## config.mk

```make
export PLATFORM = sky130hd
export DESIGN_NAME = temp_limit_alert_logic
export DESIGN_NICKNAME = d
export VERILOG_FILES = /design/src/verilog/temp_alert_pkg.sv /design/src/verilog/temp_code_format.sv /design/src/verilog/limit_store.sv /design/src/verilog/temp_limit_alert_logic.sv
export SDC_FILE = /design/constraint.sdc
export NUM_CORES = 1
export LEC_CHECK = 0
export BUFFER_PORTS_ARGS = -buffer_cell sky130_fd_sc_hd__buf_2
export CORE_ASPECT_RATIO = 0.5
export CORE_UTILIZATION = 45
export CTS_BUF_LIST = sky130_fd_sc_hd__clkbuf_4 sky130_fd_sc_hd__clkbuf_8
export CTS_CLUSTER_SIZE = 8
export DETAILED_ROUTE_END_ITERATION = 6
export PLACE_DENSITY = 0.72
export SETUP_SLACK_MARGIN = 0.1
export SLEW_MARGIN = 40
export SYNTH_ARGS = -nofsm -noshare
export SYNTH_HDL_FRONTEND = slang
export SYNTH_SLANG_ARGS = --single-unit
```

## constraint.sdc

```tcl
create_clock -name sys_clk -period 5.3 [get_ports sys_clk]
set_clock_uncertainty 0.2 [all_clocks]
set_input_delay 1.59 -clock sys_clk [delete_from_list [all_inputs] [get_ports sys_clk]]
set_output_delay 1.59 -clock sys_clk [all_outputs]
set_load 0.02 [all_outputs]
```

## src/verilog/temp_alert_pkg.sv

```systemverilog
/*
 * Constants shared by the temperature limit and alert logic: register offsets,
 * field positions, reset values and the reading encoding.
 * Assumes a register port driven by a two-wire protocol engine outside the block.
 */
package temp_alert_pkg;

    // ==========================================================================
    // Sizes
    // ==========================================================================
    localparam int NCH = 4;
    localparam int CODE_W = 11;
    localparam int RAW_W = 13;

    // ==========================================================================
    // Register offsets
    // ==========================================================================
    localparam logic [7:0] ADDR_STATUS = 8'h02;
    localparam logic [7:0] ADDR_SETUP = 8'h03;
    localparam logic [7:0] ADDR_ONESHOT = 8'h0F;
    localparam logic [4:0] READING_REGION = 5'h02;
    localparam logic [7:0] ADDR_HI_FLAGS = 8'h18;
    localparam logic [7:0] ADDR_LO_FLAGS = 8'h19;
    localparam logic [7:0] ADDR_CRIT_FLAGS = 8'h1A;
    localparam logic [7:0] ADDR_HYST = 8'h1B;
    localparam logic [7:0] ADDR_COUNT = 8'h1C;
    localparam logic [2:0] LIMIT_REGION = 3'h1;

    // ==========================================================================
    // Field positions
    // ==========================================================================
    localparam int SETUP_MASK_BIT = 7;
    localparam int SETUP_STANDBY_BIT = 6;
    localparam int SETUP_COMPARATOR_BIT = 5;
    localparam int SETUP_EXTENDED_BIT = 2;
    localparam int STATUS_HIGH_BIT = 4;
    localparam int STATUS_LOW_BIT = 3;
    localparam int STATUS_CRIT_BIT = 1;

    // ==========================================================================
    // Reset values
    // ==========================================================================
    localparam logic [7:0] SETUP_RESET = 8'h00;
    localparam logic [7:0] HYST_RESET = 8'h0A;
    localparam logic [2:0] COUNT_RESET = 3'h0;
    localparam logic [7:0] HIGH_LIMIT_RESET = 8'h55;
    localparam logic [7:0] LOW_LIMIT_RESET = 8'h00;
    localparam logic [7:0] CRIT_LIMIT_RESET = 8'h55;

    // ==========================================================================
    // Reading encoding and limit kinds
    // ==========================================================================
    localparam logic [10:0] DEFAULT_MAX_CODE = 11'h3FF;
    localparam logic [10:0] EXTENDED_MAX_CODE = 11'h7FF;
    localparam logic [13:0] EXTENDED_OFFSET = 14'h0200;
    localparam logic [1:0] KIND_HIGH = 2'h0;
    localparam logic [1:0] KIND_LOW = 2'h1;
    localparam logic [1:0] KIND_CRIT = 2'h2;
    localparam logic [1:0] KIND_SPARE = 2'h3;
    localparam logic [3:0] RUN_COUNT_MAX = 4'h8;

endpackage : temp_alert_pkg

```

## src/verilog/temp_code_format.sv

```systemverilog
/*
 * Turns a signed raw reading in eighths of a degree into the 11-bit reading code.
 * Assumes the raw value and the fault flag are stable while they are sampled.
 */
`timescale 1ns/100ps
module temp_code_format (
    // Raw reading
    input wire logic signed [temp_alert_pkg::RAW_W-1:0] raw,
    input wire logic fault,
    // Range selection
    input wire logic extended,
    // Result
    output logic [temp_alert_pkg::CODE_W-1:0] code
);
    import temp_alert_pkg::*;

    logic signed [13:0] shifted;

    always_comb begin
        shifted = 14'(raw) + (extended ? $signed(EXTENDED_OFFSET) : 14'sh0000);
        if (fault) begin
            code = 11'h000;
        end else if (shifted < 14'sh0000) begin
            code = 11'h000;
        end else if (!extended && shifted > $signed({3'h0, DEFAULT_MAX_CODE})) begin
            code = DEFAULT_MAX_CODE;
        end else if (extended && shifted > $signed({3'h0, EXTENDED_MAX_CODE})) begin
            code = EXTENDED_MAX_CODE;
        end else begin
            code = shifted[10:0];
        end
    end

endmodule : temp_code_format

```

## src/verilog/limit_store.sv

```systemverilog
/*
 * Limit memory: high, low and critical limits for each channel, indexed by kind
 * and channel, with a registered bus read port and a registered compare port.
 * Writes that target the spare kind are dropped.
 */
`timescale 1ns/100ps
module limit_store (
    // Clock and reset
    input wire logic sys_clk,
    input wire logic rstn,
    // Write port
    input wire logic wr_en,
    input wire logic [3:0] wr_index,
    input wire logic [7:0] wr_data,
    // Bus read port
    input wire logic [3:0] bus_index,
    output logic [7:0] bus_data,
    // Compare read port
    input wire logic [1:0] cmp_chan,
    output logic [7:0] cmp_high,
    output logic [7:0] cmp_low,
    output logic [7:0] cmp_crit
);
    import temp_alert_pkg::*;

    typedef struct packed {
        logic [15:0][7:0] mem;
        logic [7:0] bus_data;
        logic [7:0] cmp_high;
        logic [7:0] cmp_low;
        logic [7:0] cmp_crit;
    } store_t;

    store_t st;
    store_t next_st;

    // ==========================================================================
    // Reset contents
    // ==========================================================================
    localparam store_t STORE_RESET = '{
        mem: {{4{8'h00}}, {4{CRIT_LIMIT_RESET}}, {4{LOW_LIMIT_RESET}},
              {4{HIGH_LIMIT_RESET}}},
        bus_data: 8'h00, cmp_high: 8'h00, cmp_low: 8'h00, cmp_crit: 8'h00};

    // ==========================================================================
    // Access
    // ==========================================================================
    always_comb begin
        next_st = st;
        if (wr_en && wr_index[3:2] != KIND_SPARE) begin
            next_st.mem[wr_index] = wr_data;
        end
        next_st.bus_data = st.mem[bus_index];
        next_st.cmp_high = st.mem[{KIND_HIGH, cmp_chan}];
        next_st.cmp_low = st.mem[{KIND_LOW, cmp_chan}];
        next_st.cmp_crit = st.mem[{KIND_CRIT, cmp_chan}];
    end

    always_ff @(posedge sys_clk or negedge rstn) begin
        if (!rstn) begin
            st <= STORE_RESET;
        end else begin
            st <= next_st;
        end
    end

    assign bus_data = st.bus_data;
    assign cmp_high = st.cmp_high;
    assign cmp_low = st.cmp_low;
    assign cmp_crit = st.cmp_crit;

endmodule : limit_store

```

## src/verilog/temp_limit_alert_logic.sv

```systemverilog
/*
 * Digital back end of a four-channel remote diode temperature sensor: reading
 * format, limit checks, status flags and the two open-drain alert pins.
 * Assumes a conversion engine on the same clock that hands over one result per
 * channel and a protocol engine that turns bus transfers into register accesses.
 */
`timescale 1ns/100ps
module temp_limit_alert_logic (
    // Clock and reset
    input wire logic sys_clk,
    input wire logic rstn,
    // Conversion engine
    input wire logic conv_valid,
    input wire logic [1:0] conv_chan,
    input wire logic signed [temp_alert_pkg::RAW_W-1:0] conv_raw,
    input wire logic conv_fault,
    input wire logic conv_cycle_done,
    output logic conv_run,
    output logic conv_start,
    // Register port
    input wire logic [7:0] reg_addr,
    input wire logic [7:0] reg_wdata,
    input wire logic reg_wr,
    input wire logic reg_rd,
    output logic [7:0] reg_rdata,
    output logic reg_rvalid,
    // Alert pins
    output logic crit_pin_o,
    output logic crit_pin_oe,
    output logic maskable_warning_pin_o,
    output logic maskable_warning_pin_oe
);
    import temp_alert_pkg::*;

    typedef struct packed {
        logic [7:0] setup;
        logic [7:0] hyst;
        logic [2:0] count_cfg;
        logic [NCH-1:0][7:0] upper;
        logic [NCH-1:0][2:0] lower;
        logic [NCH-1:0] hi_flags;
        logic [NCH-1:0] lo_flags;
        logic [NCH-1:0] crit_act;
        logic [NCH-1:0] warn_act;
        logic [NCH-1:0][3:0] run_cnt;
        logic armed;
        logic oneshot_busy;
        logic stage_valid;
        logic [1:0] stage_chan;
        logic [10:0] stage_code;
        logic rd_stage;
        logic rd_from_mem;
        logic [7:0] rd_local;
        logic [7:0] rdata;
        logic rvalid;
        logic run;
        logic start;
        logic warn_pin;
        logic crit_pin;
    } alert_state_t;

    alert_state_t st;
    alert_state_t next_st;

    logic [10:0] fmt_code;
    logic [7:0] mem_bus_data;
    logic [7:0] lim_high;
    logic [7:0] lim_low;
    logic [7:0] lim_crit;
    logic lim_wr;
    logic in_limits;

    // ==========================================================================
    // Helpers
    // ==========================================================================
    function automatic logic [10:0] release_point(input logic [7:0] limit,
                                                  input logic [7:0] hyst);
        logic [10:0] lim_code;
        logic [10:0] hyst_code;
        lim_code = {limit, 3'h0};
        hyst_code = {hyst, 3'h0};
        release_point = (lim_code > hyst_code) ? 11'(lim_code - hyst_code) : 11'h000;
    endfunction : release_point

    // ==========================================================================
    // Sub-blocks
    // ==========================================================================
    temp_code_format u_format (
        .raw(conv_raw),
        .fault(conv_fault),
        .extended(st.setup[SETUP_EXTENDED_BIT]),
        .code(fmt_code)
    );

    assign in_limits = (reg_addr[7:5] == LIMIT_REGION);
    assign lim_wr = reg_wr && in_limits;

    limit_store u_limits (
        .sys_clk(sys_clk),
        .rstn(rstn),
        .wr_en(lim_wr),
        .wr_index(reg_addr[3:0]),
        .wr_data(reg_wdata),
        .bus_index(reg_addr[3:0]),
        .bus_data(mem_bus_data),
        .cmp_chan(conv_chan),
        .cmp_high(lim_high),
        .cmp_low(lim_low),
        .cmp_crit(lim_crit)
    );

    // ==========================================================================
    // Next state
    // ==========================================================================
    always_comb begin
        logic [10:0] code;
        logic [1:0] ch;
        logic over_hi;
        logic under_lo;
        logic at_crit;
        logic qualified;
        logic comparator;
        logic hi_clear_ok;
        logic [3:0] cnt;
        logic [7:0] status;
        code = st.stage_code;
        ch = st.stage_chan;
        over_hi = 1'b0;
        under_lo = 1'b0;
        at_crit = 1'b0;
        qualified = 1'b0;
        comparator = st.setup[SETUP_COMPARATOR_BIT];
        hi_clear_ok = 1'b0;
        cnt = 4'h0;
        status = 8'h00;
        next_st = st;
        next_st.start = 1'b0;
        next_st.rvalid = 1'b0;
        next_st.rd_stage = 1'b0;

        // Register writes.
        if (reg_wr) begin
            unique case (reg_addr)
                ADDR_SETUP: begin
                    next_st.setup = reg_wdata;
                    if (st.setup[SETUP_STANDBY_BIT] && !reg_wdata[SETUP_STANDBY_BIT]) begin
                        next_st.start = 1'b1;
                    end
                end
                ADDR_ONESHOT: begin
                    if (st.setup[SETUP_STANDBY_BIT] && !st.oneshot_busy) begin
                        next_st.oneshot_busy = 1'b1;
                        next_st.start = 1'b1;
                    end
                end
                ADDR_HYST: begin
                    next_st.hyst = reg_wdata;
                end
                ADDR_COUNT: begin
                    next_st.count_cfg = reg_wdata[2:0];
                end
                default: begin
                end
            endcase
        end
        next_st.run = !next_st.setup[SETUP_STANDBY_BIT];
        if (conv_cycle_done) begin
            next_st.oneshot_busy = 1'b0;
        end

        // Register reads: local values are caught now, before any clear.
        status[STATUS_HIGH_BIT] = |st.hi_flags;
        status[STATUS_LOW_BIT] = |st.lo_flags;
        status[STATUS_CRIT_BIT] = |st.crit_act;
        if (reg_rd) begin
            next_st.rd_stage = 1'b1;
            next_st.rd_from_mem = in_limits;
            next_st.rd_local = 8'h00;
            if (reg_addr[7:3] == READING_REGION) begin
                if (reg_addr[0]) begin
                    next_st.rd_local = {st.lower[reg_addr[2:1]], 5'h00};
                end else begin
                    next_st.rd_local = st.upper[reg_addr[2:1]];
                end
            end else begin
                unique case (reg_addr)
                    ADDR_STATUS: next_st.rd_local = status;
                    ADDR_SETUP: next_st.rd_local = st.setup;
                    ADDR_HI_FLAGS: next_st.rd_local = {4'h0, st.hi_flags};
                    ADDR_LO_FLAGS: next_st.rd_local = {4'h0, st.lo_flags};
                    ADDR_CRIT_FLAGS: next_st.rd_local = {4'h0, st.crit_act};
                    ADDR_HYST: next_st.rd_local = st.hyst;
                    ADDR_COUNT: next_st.rd_local = {5'h00, st.count_cfg};
                    default: next_st.rd_local = 8'h00;
                endcase
            end
            hi_clear_ok = !(comparator && st.warn_pin);
            if (reg_addr == ADDR_HI_FLAGS && hi_clear_ok) begin
                next_st.hi_flags = '0;
            end
            if (reg_addr == ADDR_LO_FLAGS) begin
                next_st.lo_flags = '0;
            end
        end
        if (st.rd_stage) begin
            next_st.rvalid = 1'b1;
            next_st.rdata = st.rd_from_mem ? mem_bus_data : st.rd_local;
        end

        // Capture a result; limits are fetched from the store in the same edge.
        next_st.stage_valid = conv_valid && (st.run || st.oneshot_busy);
        if (conv_valid) begin
            next_st.stage_chan = conv_chan;
            next_st.stage_code = fmt_code;
        end

        // One compare per result, after the read clears so that new events win.
        if (st.stage_valid) begin
            over_hi = code > {lim_high, 3'h0};
            under_lo = code <= {lim_low, 3'h0};
            at_crit = code >= {lim_crit, 3'h0};
            cnt = (over_hi || under_lo) ? st.run_cnt[ch] : 4'h0;
            if ((over_hi || under_lo) && cnt < RUN_COUNT_MAX) begin
                cnt = cnt + 4'h1;
            end
            next_st.run_cnt[ch] = cnt;
            qualified = (cnt > {1'b0, st.count_cfg});
            next_st.upper[ch] = code[10:3];
            next_st.lower[ch] = code[2:0];
            if (over_hi) begin
                next_st.hi_flags[ch] = 1'b1;
            end
            if (under_lo) begin
                next_st.lo_flags[ch] = 1'b1;
            end
            if (at_crit) begin
                next_st.crit_act[ch] = 1'b1;
            end else if (code < release_point(lim_crit, st.hyst)) begin
                next_st.crit_act[ch] = 1'b0;
            end
            if (over_hi && qualified) begin
                next_st.warn_act[ch] = 1'b1;
            end else if (code < release_point(lim_high, st.hyst)) begin
                next_st.warn_act[ch] = 1'b0;
            end
        end

        // Warning pin.
        if (comparator) begin
            next_st.hi_flags = next_st.hi_flags | next_st.warn_act;
            next_st.warn_pin = |next_st.warn_act;
            if (st.warn_pin && !next_st.warn_pin) begin
                next_st.hi_flags = '0;
            end
            next_st.armed = 1'b0;
        end else begin
            next_st.armed = (st.armed || qualified) &&
                            (|{next_st.hi_flags, next_st.lo_flags});
            next_st.warn_pin = next_st.armed &&
                               !next_st.setup[SETUP_MASK_BIT];
        end

        // Critical pin ignores every mask and mode bit.
        next_st.crit_pin = |next_st.crit_act;
    end

    // ==========================================================================
    // State register
    // ==========================================================================
    always_ff @(posedge sys_clk or negedge rstn) begin
        if (!rstn) begin
            st <= '0;
            st.setup <= SETUP_RESET;
            st.hyst <= HYST_RESET;
            st.count_cfg <= COUNT_RESET;
            st.run <= !SETUP_RESET[SETUP_STANDBY_BIT];
        end else begin
            st <= next_st;
        end
    end

    // ==========================================================================
    // Outputs
    // ==========================================================================
    assign conv_run = st.run;
    assign conv_start = st.start;
    assign reg_rdata = st.rdata;
    assign reg_rvalid = st.rvalid;
    assign crit_pin_o = 1'b0;
    assign crit_pin_oe = st.crit_pin;
    assign maskable_warning_pin_o = 1'b0;
    assign maskable_warning_pin_oe = st.warn_pin;

endmodule : temp_limit_alert_logic

```

==> impl_metrics.json, run 1 <==
{
  "status": "finished, final reports clean",
  "totalWireLength_mm": 38.1,
  "layout.nets": 1335,
  "htree_levels": 2,
  "die_x_um": 259,
  "final_antenna_net_count": 0,
  "grt_pass1_vias": 10000,
  "preCtsSetupSlack_ns": 0.628,
  "synth_edf_count": 0,
  "cp.required_ns": 5.55,
  "synthFlopType": "dfrtp_1",
  "rsz0062_at_grt": "false",
  "ys_types": 72,
  "synth.avg_cell_area_um2": 12.2,
  "synth_mux_area_share_pct": 22.3,
  "ys_async_sr_fraction_pct": 100,
  "clkTransAtPathRegs_ns": 0.06,
  "synth_fa_ha_area_share_pct": 5.31,
  "globalplace.congestion": 0.971,
  "slew_headroom_pct": 38.8,
  "synth_compound_area_share_pct": 9.56,
  "yosys.area_share.simple_pct": 7.89,
  "power_density_mw_per_mm2": 366,
  "critPathCaptureType": "register",
  "grt_overflow": 0,
  "synth_top_family_by_area": "multiplexers",
  "nFillCells": 2771,
  "irDropWorstVdd_mv": 0.139,
  "yosys_register_bits": 294,
  "ys_seq_area_share_pct": 49.7,
  "diodes": 0,
  "drv_slew": 0,
  "fin_crit_sh_pct": 89.7,
  "start_util_pct": 46.3,
  "fmax_mhz": 210,
  "first_pass_iters": 5,
  "timing.setup.tns_ns": 0,
  "drtIter0Drc": 871,
  "register_area_mm2": 0.00740,
  "hold_viol": 0,
  "maxCapViolations": 0,
  "portBuffers": 50,
  "netlist_instances": 1222,
  "clkSinkCount": 294,
  "ff2ff_setup_slack_ns": 0.55,
  "grt.total_usage_pct": 23.5,
  "postCtsResizedCells": 0,
  "multi_input_area_mm2": 0.00681,
  "vias": 9976,
  "path_max_fanout": 7,
  "cts_tree": "built",
  "yosysWarnings": 0,
  "grt_max_degree": 113,
  "cts_hold_buf": 0,
  "synth_area_mm2": 0.0149,
  "crit_type": "reg -> reg",
  "clk-insertion-delay-late_ns": 0.59,
  "setup_viol": 0,
  "p_leak_nw": 7.40,
  "start_kind": "register",
  "worstMarginPinSlew_ns": 0.906,
  "clockRootBuffer": "clkbuf_8",
  "synth_xor_area_share_pct": 0.589,
  "numCtsBuffers": 44,
  "io_pins": 53,
  "cts_setup_buffers": 0,
  "cp_data_arrival_time_ns": 5.00,
  "row_count": 46,
  "wl_per_cell_um": 22.4,
  "core-area_mm2": 0.0321,
  "cts_buffer_depth": 3,
  "drc": 0,
  "dp_hpwl_mm": 28.0,
  "drive_gt1_share_pct": 31.4,
  "fin_ws_ns": 0.547,
  "hold_class": "reg -> reg",
  "synthToLayoutAreaGrowth_pct": 9.99,
  "die_h_um": 131,
  "min_period_ns": 4.75,
  "antenna_found_initial": 1,
  "via_per_inst": 5.87,
  "grt_pass1_wl_mm": 60.2,
  "die-area_mm2": 0.0338
}
flip-flops by register name (all words and copies together) (netlist names), 8 cells and up:
name	cells
u_limits.st	128
st	121
reg_rdata	8
u_limits.bus_data	8
u_limits.cmp_crit	8
u_limits.cmp_high	8
u_limits.cmp_low	8
cells in the mapped netlist, types with 13 or more instances:
cell | instances | share of area [%]
o21ai_0 | 93 | 3.1
nand2_1 | 115 | 2.9
a21oi_1 | 34 | 1.1
dfstp_2 | 35 | 6.2
mux4_2 | 81 | 12
dfrtp_1 | 259 | 44
ha_1 | 60 | 5.0
clkbuf_1 | 72 | 1.8
o22ai_1 | 14 | 0.59
inv_1 | 67 | 1.7
nor2_1 | 55 | 1.4
mux2i_1 | 13 | 0.87
mux2_2 | 121 | 9.2
critical path: stages (launching register included):
cell and delay (ns):
dfrtp_1 0.45, ha_1 0.37, a21o_1 0.21, a311oi_1 0.41
a211oi_1 0.09, buf_4 0.18, a211o_1 0.33, and2_1 0.18
ha_1 0.28, mux2_2 0.26, nand2_1 0.12, inv_1 0.06
ha_1 0.28, nor2b_1 0.13, o21ai_0 0.16, a32oi_1 0.11
o21ai_2 0.23, a21oi_1 0.11, a2111oi_4 0.37, a31oi_1 0.09
path summary, 6_finish.rpt:
check	start	endpoint	depth (start not counted)
min in group asynchronous	rstn	u_limits.st[138]$_DFFE_PN0P_	1
worst min-delay path	u_limits.st[151]$_DFFE_PN0P_	u_limits.st[151]$_DFFE_PN0P_	0
worst max register to register	st[33]$_DFFE_PN0P_	st[70]$_DFF_PN0_	19
worst min register to register	u_limits.st[151]$_DFFE_PN0P_	u_limits.st[151]$_DFFE_PN0P_	0
worst max-delay path	st[33]$_DFFE_PN0P_	st[70]$_DFF_PN0_	19
max in group asynchronous	rstn	st[116]$_DFFE_PN0P_	3
logic make-up (layout without fill, tap and decap cells):
family          after synthesis  after routing
flops                       294            294
buf+inv                     168            213
simple gates                250            250
compound gates              222            222
xor+xnor                     10             10
fa+ha+maj                    62             62
other cells                   1              2
mux                         215            215
where the power goes:
group	switching [W]	internal (W)	leakage [nW]	total, W
logic	0.000750	0.000575	3.11	0.00133
registers	0.000209	0.00251	3.79	0.00272
clock network	0.000881	0.00107	0.499	0.00195
total	0.00184	0.00416	7.40	0.00600
cell usage in the layout, fill, tap and decap left out, drive strengths merged, types with 4 or more instances in the layout:
cell type,count
a211o,4
a211oi,7
a21o,12
a21oi,34
a221oi,5
a22oi,4
a31oi,4
and2,4
buf,67
clkbuf,75
dfrtp,259
dfstp,35
ha,60
inv,70
mux2,121
mux2i,13
mux4,81
nand2,116
nand2b,7
nand3,12
nand3b,8
nand4,9
nor2,55
nor2b,9
nor3,11
nor4,4
o211ai,9
o21a,4
o21ai,94
o22ai,14
o311ai,4
xnor2,6
xor2,4
metrics by stage:
step	cell area [um2]	hold WS (ns)	instances	utilization, %	total power (W)
after floorplan	14900	0.152	1223	-	0.00364
after CTS	16300	0.177	1699	50.9	0.00602
final	16400	0.171	1700	51.0	0.00600
after global routing	16400	0.185	1700	51.0	0.00631
after detailed placement	15400	0.162	1620	48.0	0.00407
after global placement	15400	0.160	1619	47.9	0.00401
final cells by class:
| type | instances | area share (%) |
|---|---|---|
| well taps | 432 | 3.30 |
| multi-input cells | 761 | 41.6 |
| inverters | 67 | 1.54 |
| repair buffers | 67 | 2.68 |
| clock inverters | 4 | 0.405 |
| clock buffers | 75 | 5.24 |
| flip-flops and latches | 294 | 45.2 |
routing by layer:
metal | vias to the layer above | routed length (um) | global-route usage (%)
li1 | 4462 | - | -
met1 | 5114 | 17400 | 34.2
met2 | 343 | 17300 | 36.0
met3 | 57 | 2470 | 4.44
met4 | 0 | 928 | 7.27
met5 | - | 0 | 0
(Power assumes the default switching activity.)
==> inputs of run 2 (changes only) <==
CORE_ASPECT_RATIO = 0.7   (was 0.5)
CORE_UTILIZATION = 40   (was 45)
PLACE_DENSITY = 0.67   (was 0.72)
==> run 2 against run 1 <==
  * Combinational power barely moved
  * Largest power group unchanged
  * Via count did not move
  * Global-route usage fell by 2.3 points
  * Total power rose by 1.5%
  * Cell count rose by 3.1%
  * Sequential power barely moved
  * Sequential share of layout area fell by 0.33 points
  * Sequential cell count did not move
  * Hold slack got worse by 0.00055 ns
  * Highest routed layer unchanged
  * Die area rose by 12%
  * Worst setup slack got worse by 0.12 ns
==> impl_metrics.json, run 2 (same netlist as run 1, synthesis figures left out) <==
{
  "status": "finished, final reports clean",
  "dp_hpwl_mm": 27.6,
  "core-area_mm2": 0.0363,
  "globalplace.congestion": 0.924,
  "grt_overflow": 0,
  "clkSinkCount": 294,
  "start_util_pct": 41.0,
  "synthToLayoutAreaGrowth_pct": 10.8,
  "maxCapViolations": 0,
  "postPlaceCellArea_mm2": 0.0155,
  "layout.nets": 1337,
  "power.total_w": 0.00609,
  "totalWireLength_mm": 38.8,
  "fmax_mhz": 205,
  "clockRootBuffer": "clkbuf_8",
  "preCtsSetupSlack_ns": 0.546,
  "layout_common_cells": "259 x dfrtp_1, 121 x mux2_2, 115 x nand2_1",
  "crit_type": "reg -> reg",
  "dr_wl_met3_mm": 3.35,
  "p_leak_nw": 7.40,
  "final_common_cell": "dfrtp_1",
  "setup_viol": 0,
  "grt_pass1_wl_mm": 60.6,
  "min_period_ns": 4.87,
  "cts_hold_buf": 0,
  "largest-register": "u_limits.st",
  "hold_class": "reg -> reg",
  "reg_top3": "u_limits.st: 128 flops, st: 121 flops",
  "portBuffers": 50,
  "die-area_mm2": 0.0380,
  "design_area_mm2": 0.0165,
  "critPathCaptureType": "register",
  "cts_setup_buffers": 0,
  "row_count": 58,
  "grt.total_usage_pct": 21.2,
  "cts_tree": "built",
  "dr_wl_met2_mm": 16.3,
  "numCtsBuffers": 47,
  "clk-insertion-delay-late_ns": 0.59,
  "fin_ws_ns": 0.431,
  "grt_max_degree": 95,
  "drv_slew": 0,
  "cts_buffer_depth": 3,
  "die_x_um": 233,
  "diodes": 0,
  "drtIter0Drc": 942,
  "drc": 0,
  "vias": 9976,
  "clkTransAtPathRegs_ns": 0.07,
  "first_pass_iters": 7,
  "cp_data_arrival_time_ns": 5.10,
  "antenna_found_initial": 1,
  "hold_viol": 0,
  "cp.required_ns": 5.53,
  "drive_gt1_share_pct": 32.1,
  "timing.setup.tns_ns": 0,
  "rsz0062_at_grt": "false",
  "largest_reg_flops": 128,
  "fin_crit_sh_pct": 91.9,
  "htree_levels": 2,
  "via_per_inst": 5.69,
  "wl_per_cell_um": 22.1,
  "start_kind": "register",
  "power_density_mw_per_mm2": 369,
  "slew_headroom_pct": 43.2,
  "grt_pass1_vias": 10000,
  "io_pins": 53,
  "top_layer_used": "met4",
  "wl_met1_mm": 18.4,
  "fin_util_pct": 45.4,
  "final_antenna_net_count": 0,
  "path_max_fanout": 7,
  "die_h_um": 163,
  "irDropWorstVdd_mv": 0.179,
  "worstMarginPinSlew_ns": 0.850
}
[run 2: layout make-up]
cell class / count / area, um2
timing repair buffer: 66 / 423
tap: 480 / 601
fill: 3261 / 19800
clock buffer: 82 / 960
multi-input combinational: 761 / 6830
sequential: 294 / 7400
inverter: 67 / 251
clock inverter: 3 / 21.3
[run 2: worst max-delay path, stage by stage (launching register included)]
cell and delay, ns:
dfrtp_1 0.47, ha_1 0.39, and4_1 0.25, nor4b_2 0.37, a211oi_1 0.12, buf_4 0.19
a211o_1 0.31, and2_1 0.17, ha_1 0.28, mux2_2 0.26, nand2_1 0.14, inv_1 0.06
ha_1 0.28, nor2b_1 0.13, o21ai_0 0.15, a32oi_1 0.11, o21ai_2 0.25, a21oi_1 0.12
a2111oi_4 0.38, a31oi_1 0.08
[run 2: timing repair]
action | in CTS | in global routing
endpoints found under the setup margin | 0 | 3
resized for setup | 0 | 1
endpoints found under the hold margin | 0 | 0
[run 2: path summary, 6_finish.rpt]
path | startpoint | endpoint | slack [ns] | cells past startpoint
worst max-delay path | st[33]$_DFFE_PN0P_ | st[70]$_DFF_PN0_ | 0.43 | 19
worst min-delay path | u_limits.st[144]$_DFFE_PN0P_ | u_limits.st[144]$_DFFE_PN0P_ | 0.17 | 0
worst max register to register | st[33]$_DFFE_PN0P_ | st[70]$_DFF_PN0_ | 0.43 | 19
worst min register to register | u_limits.st[144]$_DFFE_PN0P_ | u_limits.st[144]$_DFFE_PN0P_ | 0.17 | 0
max in group asynchronous | rstn | u_limits.st[36]$_DFFE_PN1P_ | 3.03 | 2
min in group asynchronous | rstn | u_limits.st[75]$_DFFE_PN0P_ | 0.79 | 1
[run 2: power by group]
group          switching, W  internal, W
Sequential         0.000201      0.00251
Clock              0.000894      0.00113
Combinational      0.000768     0.000582
Total               0.00186      0.00422
[run 2: per-stage QoR]
| step | hold slack, ns | instances |
|---|---|---|
| floorplan | 0.152 | 1223 |
| global placement | 0.160 | 1668 |
| detailed placement | 0.162 | 1668 |
| CTS | 0.174 | 1753 |
| global route | 0.179 | 1753 |
| finish | 0.170 | 1753 |
[run 2: per-layer routing]
metal  vias up  global-route usage [%]
met1      5075                    32.6
met3        57                    5.52
met2       381                    29.4
met4         0                    5.35
met5         -                       0
li1       4463                       -
==> inputs of run 3 (changes only) <==
ABC_AREA = 1   (was unset)
SKIP_LAST_GASP = 1   (was unset)
==> run 3 against run 2 <==
  * Global-route usage up 3.3 points
  * The run now ends with DRC left
  * Fmax up 10%
  * Sequential power down 4%
  * Critical endpoint is now st[69]$_DFF_PN0_
  * Clock-buffer cell count down 6
  * Cell area up 0.75%
==> impl_metrics.json, run 3 <==
{
  "pwr-share-clk_pct": 38.5,
  "cp-startpoint": "st[31]$_DFFE_PN0P_",
  "p_seq_share_pct": 46.3,
  "wl_per_cell_um": 19.5,
  "cts_setup_buffers": 0,
  "antenna_found_initial": 1,
  "synth.most_common_cell": "nand2_1",
  "ys_seq_area_share_pct": 49.2,
  "dp_hpwl_mm": 33.2,
  "yosysWarnings": 0,
  "violations": "DRC",
  "postCtsResizedCells": 0,
  "comb_power_share_pct": 15.2,
  "postPlaceCellArea_mm2": 0.0156,
  "critPathCaptureType": "register",
  "diodes": 0,
  "clkTransAtPathRegs_ns": 0.07,
  "rr_startpoint": "st[31]$_DFFE_PN0P_",
  "via_per_inst": 5.49,
  "first_pass_iters": 7,
  "power_density_mw_per_mm2": 337,
  "clk-insertion-delay-late_ns": 0.61,
  "core-area_mm2": 0.0364,
  "slew_headroom_pct": 44.7,
  "portBuffers": 50,
  "grt_pass1_wl_mm": 71.3,
  "io_pins": 53,
  "yosysTopAreaCell": "dfrtp_1",
  "netlist_instances": 1823,
  "largest_reg_flops": 128,
  "cts_tree": "built",
  "cp.buffers_inverters": 2,
  "setup_viol": 0,
  "drive_gt1_share_pct": 12.3,
  "ys_async_sr_fraction_pct": 100,
  "globalplace.congestion": 0.963,
  "yosys_register_bits": 294,
  "htree_levels": 2,
  "ff2ff_setup_slack_ns": 0.89,
  "final_common_cell": "nand2_1",
  "grt.total_usage_pct": 24.5,
  "synth_fa_ha_area_share_pct": 5.26,
  "power.switching_w": 0.00166,
  "hold_class": "reg -> reg",
  "crit_family": "simple AND/OR/NAND/NOR gates",
  "holdWs_ns": 0.178,
  "synth_mux_area_share_pct": 0,
  "synth_area_mm2": 0.0150,
  "worstMarginPinSlew_ns": 0.823,
  "row_count": 58,
  "layout.nets": 1923,
  "largest-register": "u_limits.st",
  "fin_crit_sh_pct": 83.2,
  "reg_top3": "u_limits.st: 128 flops, st: 121 flops",
  "layout_common_cells": "396 x nand2_1, 259 x dfrtp_1, 240 x o21ai_0",
  "synth_top_area_share_pct": 43.1,
  "swShare_pct": 29.6,
  "clkSinkCount": 294,
  "grt_pass1_vias": 12300,
  "grt_max_degree": 72,
  "p_int_w": 0.00394,
  "synth_compound_area_share_pct": 18.4,
  "cp.depth": 23,
  "rsz0062_at_grt": "false",
  "synth_edf_count": 0,
  "netlist_top_cells_count": "396 x nand2_1, 259 x dfrtp_1, 240 x o21ai_0, 220 x inv_1, 120 x a21oi_1",
  "min_period_ns": 4.41,
  "status": "finished, violations left",
  "worst_path_max_delay_cell": "dfrtp_1",
  "die_h_um": 164,
  "yosys.area_share.simple_pct": 17.4,
  "ys_types": 53,
  "die-area_mm2": 0.0384,
  "start_util_pct": 41.3,
  "irDropWorstVdd_mv": 0.182,
  "cts_hold_buf": 0,
  "synthFlopType": "dfrtp_1",
  "synth_xor_area_share_pct": 0.291,
  "timing.setup.tns_ns": 0,
  "cp.required_ns": 5.59,
  "clockRootBuffer": "clkbuf_8",
  "synthToLayoutAreaGrowth_pct": 10.5,
  "start_kind": "register",
  "synthTopCellsByArea": "dfrtp_1 43%, nand2_1 9.9%, o21ai_0 8.0%, dfstp_2 6.1%, inv_1 5.5%",
  "cpPeakStageDelay_ns": 0.52,
  "vias": 12800,
  "drtIter0Drc": 1683,
  "synth.avg_cell_area_um2": 8.24,
  "nFillCells": 3547,
  "grt_overflow": 0,
  "fmax_mhz": 227,
  "crit_top_cell": "nand2_1",
  "multi_input_area_mm2": 0.00624,
  "p_leak_nw": 8.08,
  "path_max_fanout": 8,
  "design_area_mm2": 0.0166,
  "register_area_mm2": 0.00740,
  "drc": 7,
  "timing.rr.end": "st[69]$_DFF_PN0_",
  "numCtsBuffers": 48,
  "maxCapViolations": 0,
  "final_antenna_net_count": 0,
  "rr_worst_depth": 23,
  "totalWireLength_mm": 45.6,
  "crit_type": "reg -> reg",
  "path_cells": "ha_1, a21oi_1, nor2_1, nor3_1, nand2_1, nand2_1, nand2_1, nand2_1, inv_1, ha_1, nand2_1, o21ai_1, ha_1, a21oi_1, nor2_1, o21ai_0, nand3_2, nand3_1, nand2_1, nor2_1, nand3_2, nand2_1, inv_1",
  "cp_data_arrival_time_ns": 4.70,
  "endpoint": "st[69]$_DFF_PN0_",
  "hold_viol": 0,
  "die_x_um": 234,
  "synth_top_family_by_area": "compound AO/OA/AOI/OAI gates",
  "drv_slew": 0,
  "cts_buffer_depth": 3
}
==> run 3: metrics by stage <==
step | util [%] | cells | total power [W] | setup WS, ns
3_3_place_gp | 42.6 | 2251 | 0.00342 | 1.08
4_1_cts | 45.5 | 2334 | 0.00561 | 1.00
6_report | 45.6 | 2335 | 0.00560 | 0.890
5_1_grt | 45.6 | 2335 | 0.00587 | 0.584
2_1_floorplan | - | 1824 | 0.00313 | 1.76
3_5_place_dp | 42.7 | 2252 | 0.00345 | 0.980
==> run 3: layout make-up <==
cell class / count / share of cell area [%]
clock inverter: 6 / 0.520
sequential: 294 / 44.6
timing repair buffer: 71 / 2.79
tap: 480 / 3.62
inverter: 233 / 5.28
multi-input combinational: 1175 / 37.6
clock buffer: 76 / 5.66
==> run 3: worst reg2reg max path: cells and delay by family, from the launching register on <==
family                   cells  cell delay [ns]
AND/OR/NAND/NOR             14             1.79
adder cells (fa/ha/maj)      3             0.97
AO/OA/AOI/OAI                4             0.72
flip-flops                   1             0.52
buffers and inverters        2             0.09
==> run 3: layer usage <==
| layer | vias to the layer above | global-route usage (%) | share of wire, % |
|---|---|---|---|
| met5 | - | 0 | 0 |
| met4 | 0 | 7.35 | 2.6 |
| met3 | 86 | 9.41 | 13 |
| met2 | 678 | 31.9 | 38 |
| met1 | 6093 | 36.7 | 46 |
| li1 | 5966 | - | - |
==> run 3: power by group through the flow <==
stage | Clock (W) | Combinational (W) | Sequential (W)
6_report | 0.00216 | 0.000849 | 0.00259
3_5_place_dp | 0 | 0.000832 | 0.00262
4_1_cts | 0.00219 | 0.000837 | 0.00259
5_1_grt | 0.00229 | 0.000964 | 0.00261
2_1_floorplan | 0 | 0.000563 | 0.00257
3_3_place_gp | 0 | 0.000802 | 0.00262
==> run 3: how the worst min path moves through the flow <==
stage / startpoint / end / cells after the start
after floorplan: st[22]$_DFF_PN0_ / reg_rvalid$_DFF_PN0_ / 0
after global placement: u_limits.st[135]$_DFFE_PN0P_ / u_limits.st[135]$_DFFE_PN0P_ / 0
after detailed placement: u_limits.st[155]$_DFFE_PN0P_ / u_limits.st[155]$_DFFE_PN0P_ / 0
after CTS: u_limits.st[146]$_DFFE_PN0P_ / u_limits.st[146]$_DFFE_PN0P_ / 0
after global routing: u_limits.st[128]$_DFFE_PN0P_ / u_limits.st[128]$_DFFE_PN0P_ / 0
final: u_limits.st[145]$_DFFE_PN0P_ / u_limits.st[145]$_DFFE_PN0P_ / 0
==> run 3: cell families (layout without fill, tap and decap cells) <==
| logic type | Yosys count | after routing |
|---|---|---|
| AO/OA/AOI/OAI | 495 | 495 |
| other | 1 | 2 |
| buffers and inverters | 355 | 386 |
| flip-flops | 294 | 294 |
| adder cells (fa/ha/maj) | 62 | 62 |
| AND/OR/NAND/NOR | 611 | 611 |
| XOR/XNOR | 5 | 5 |
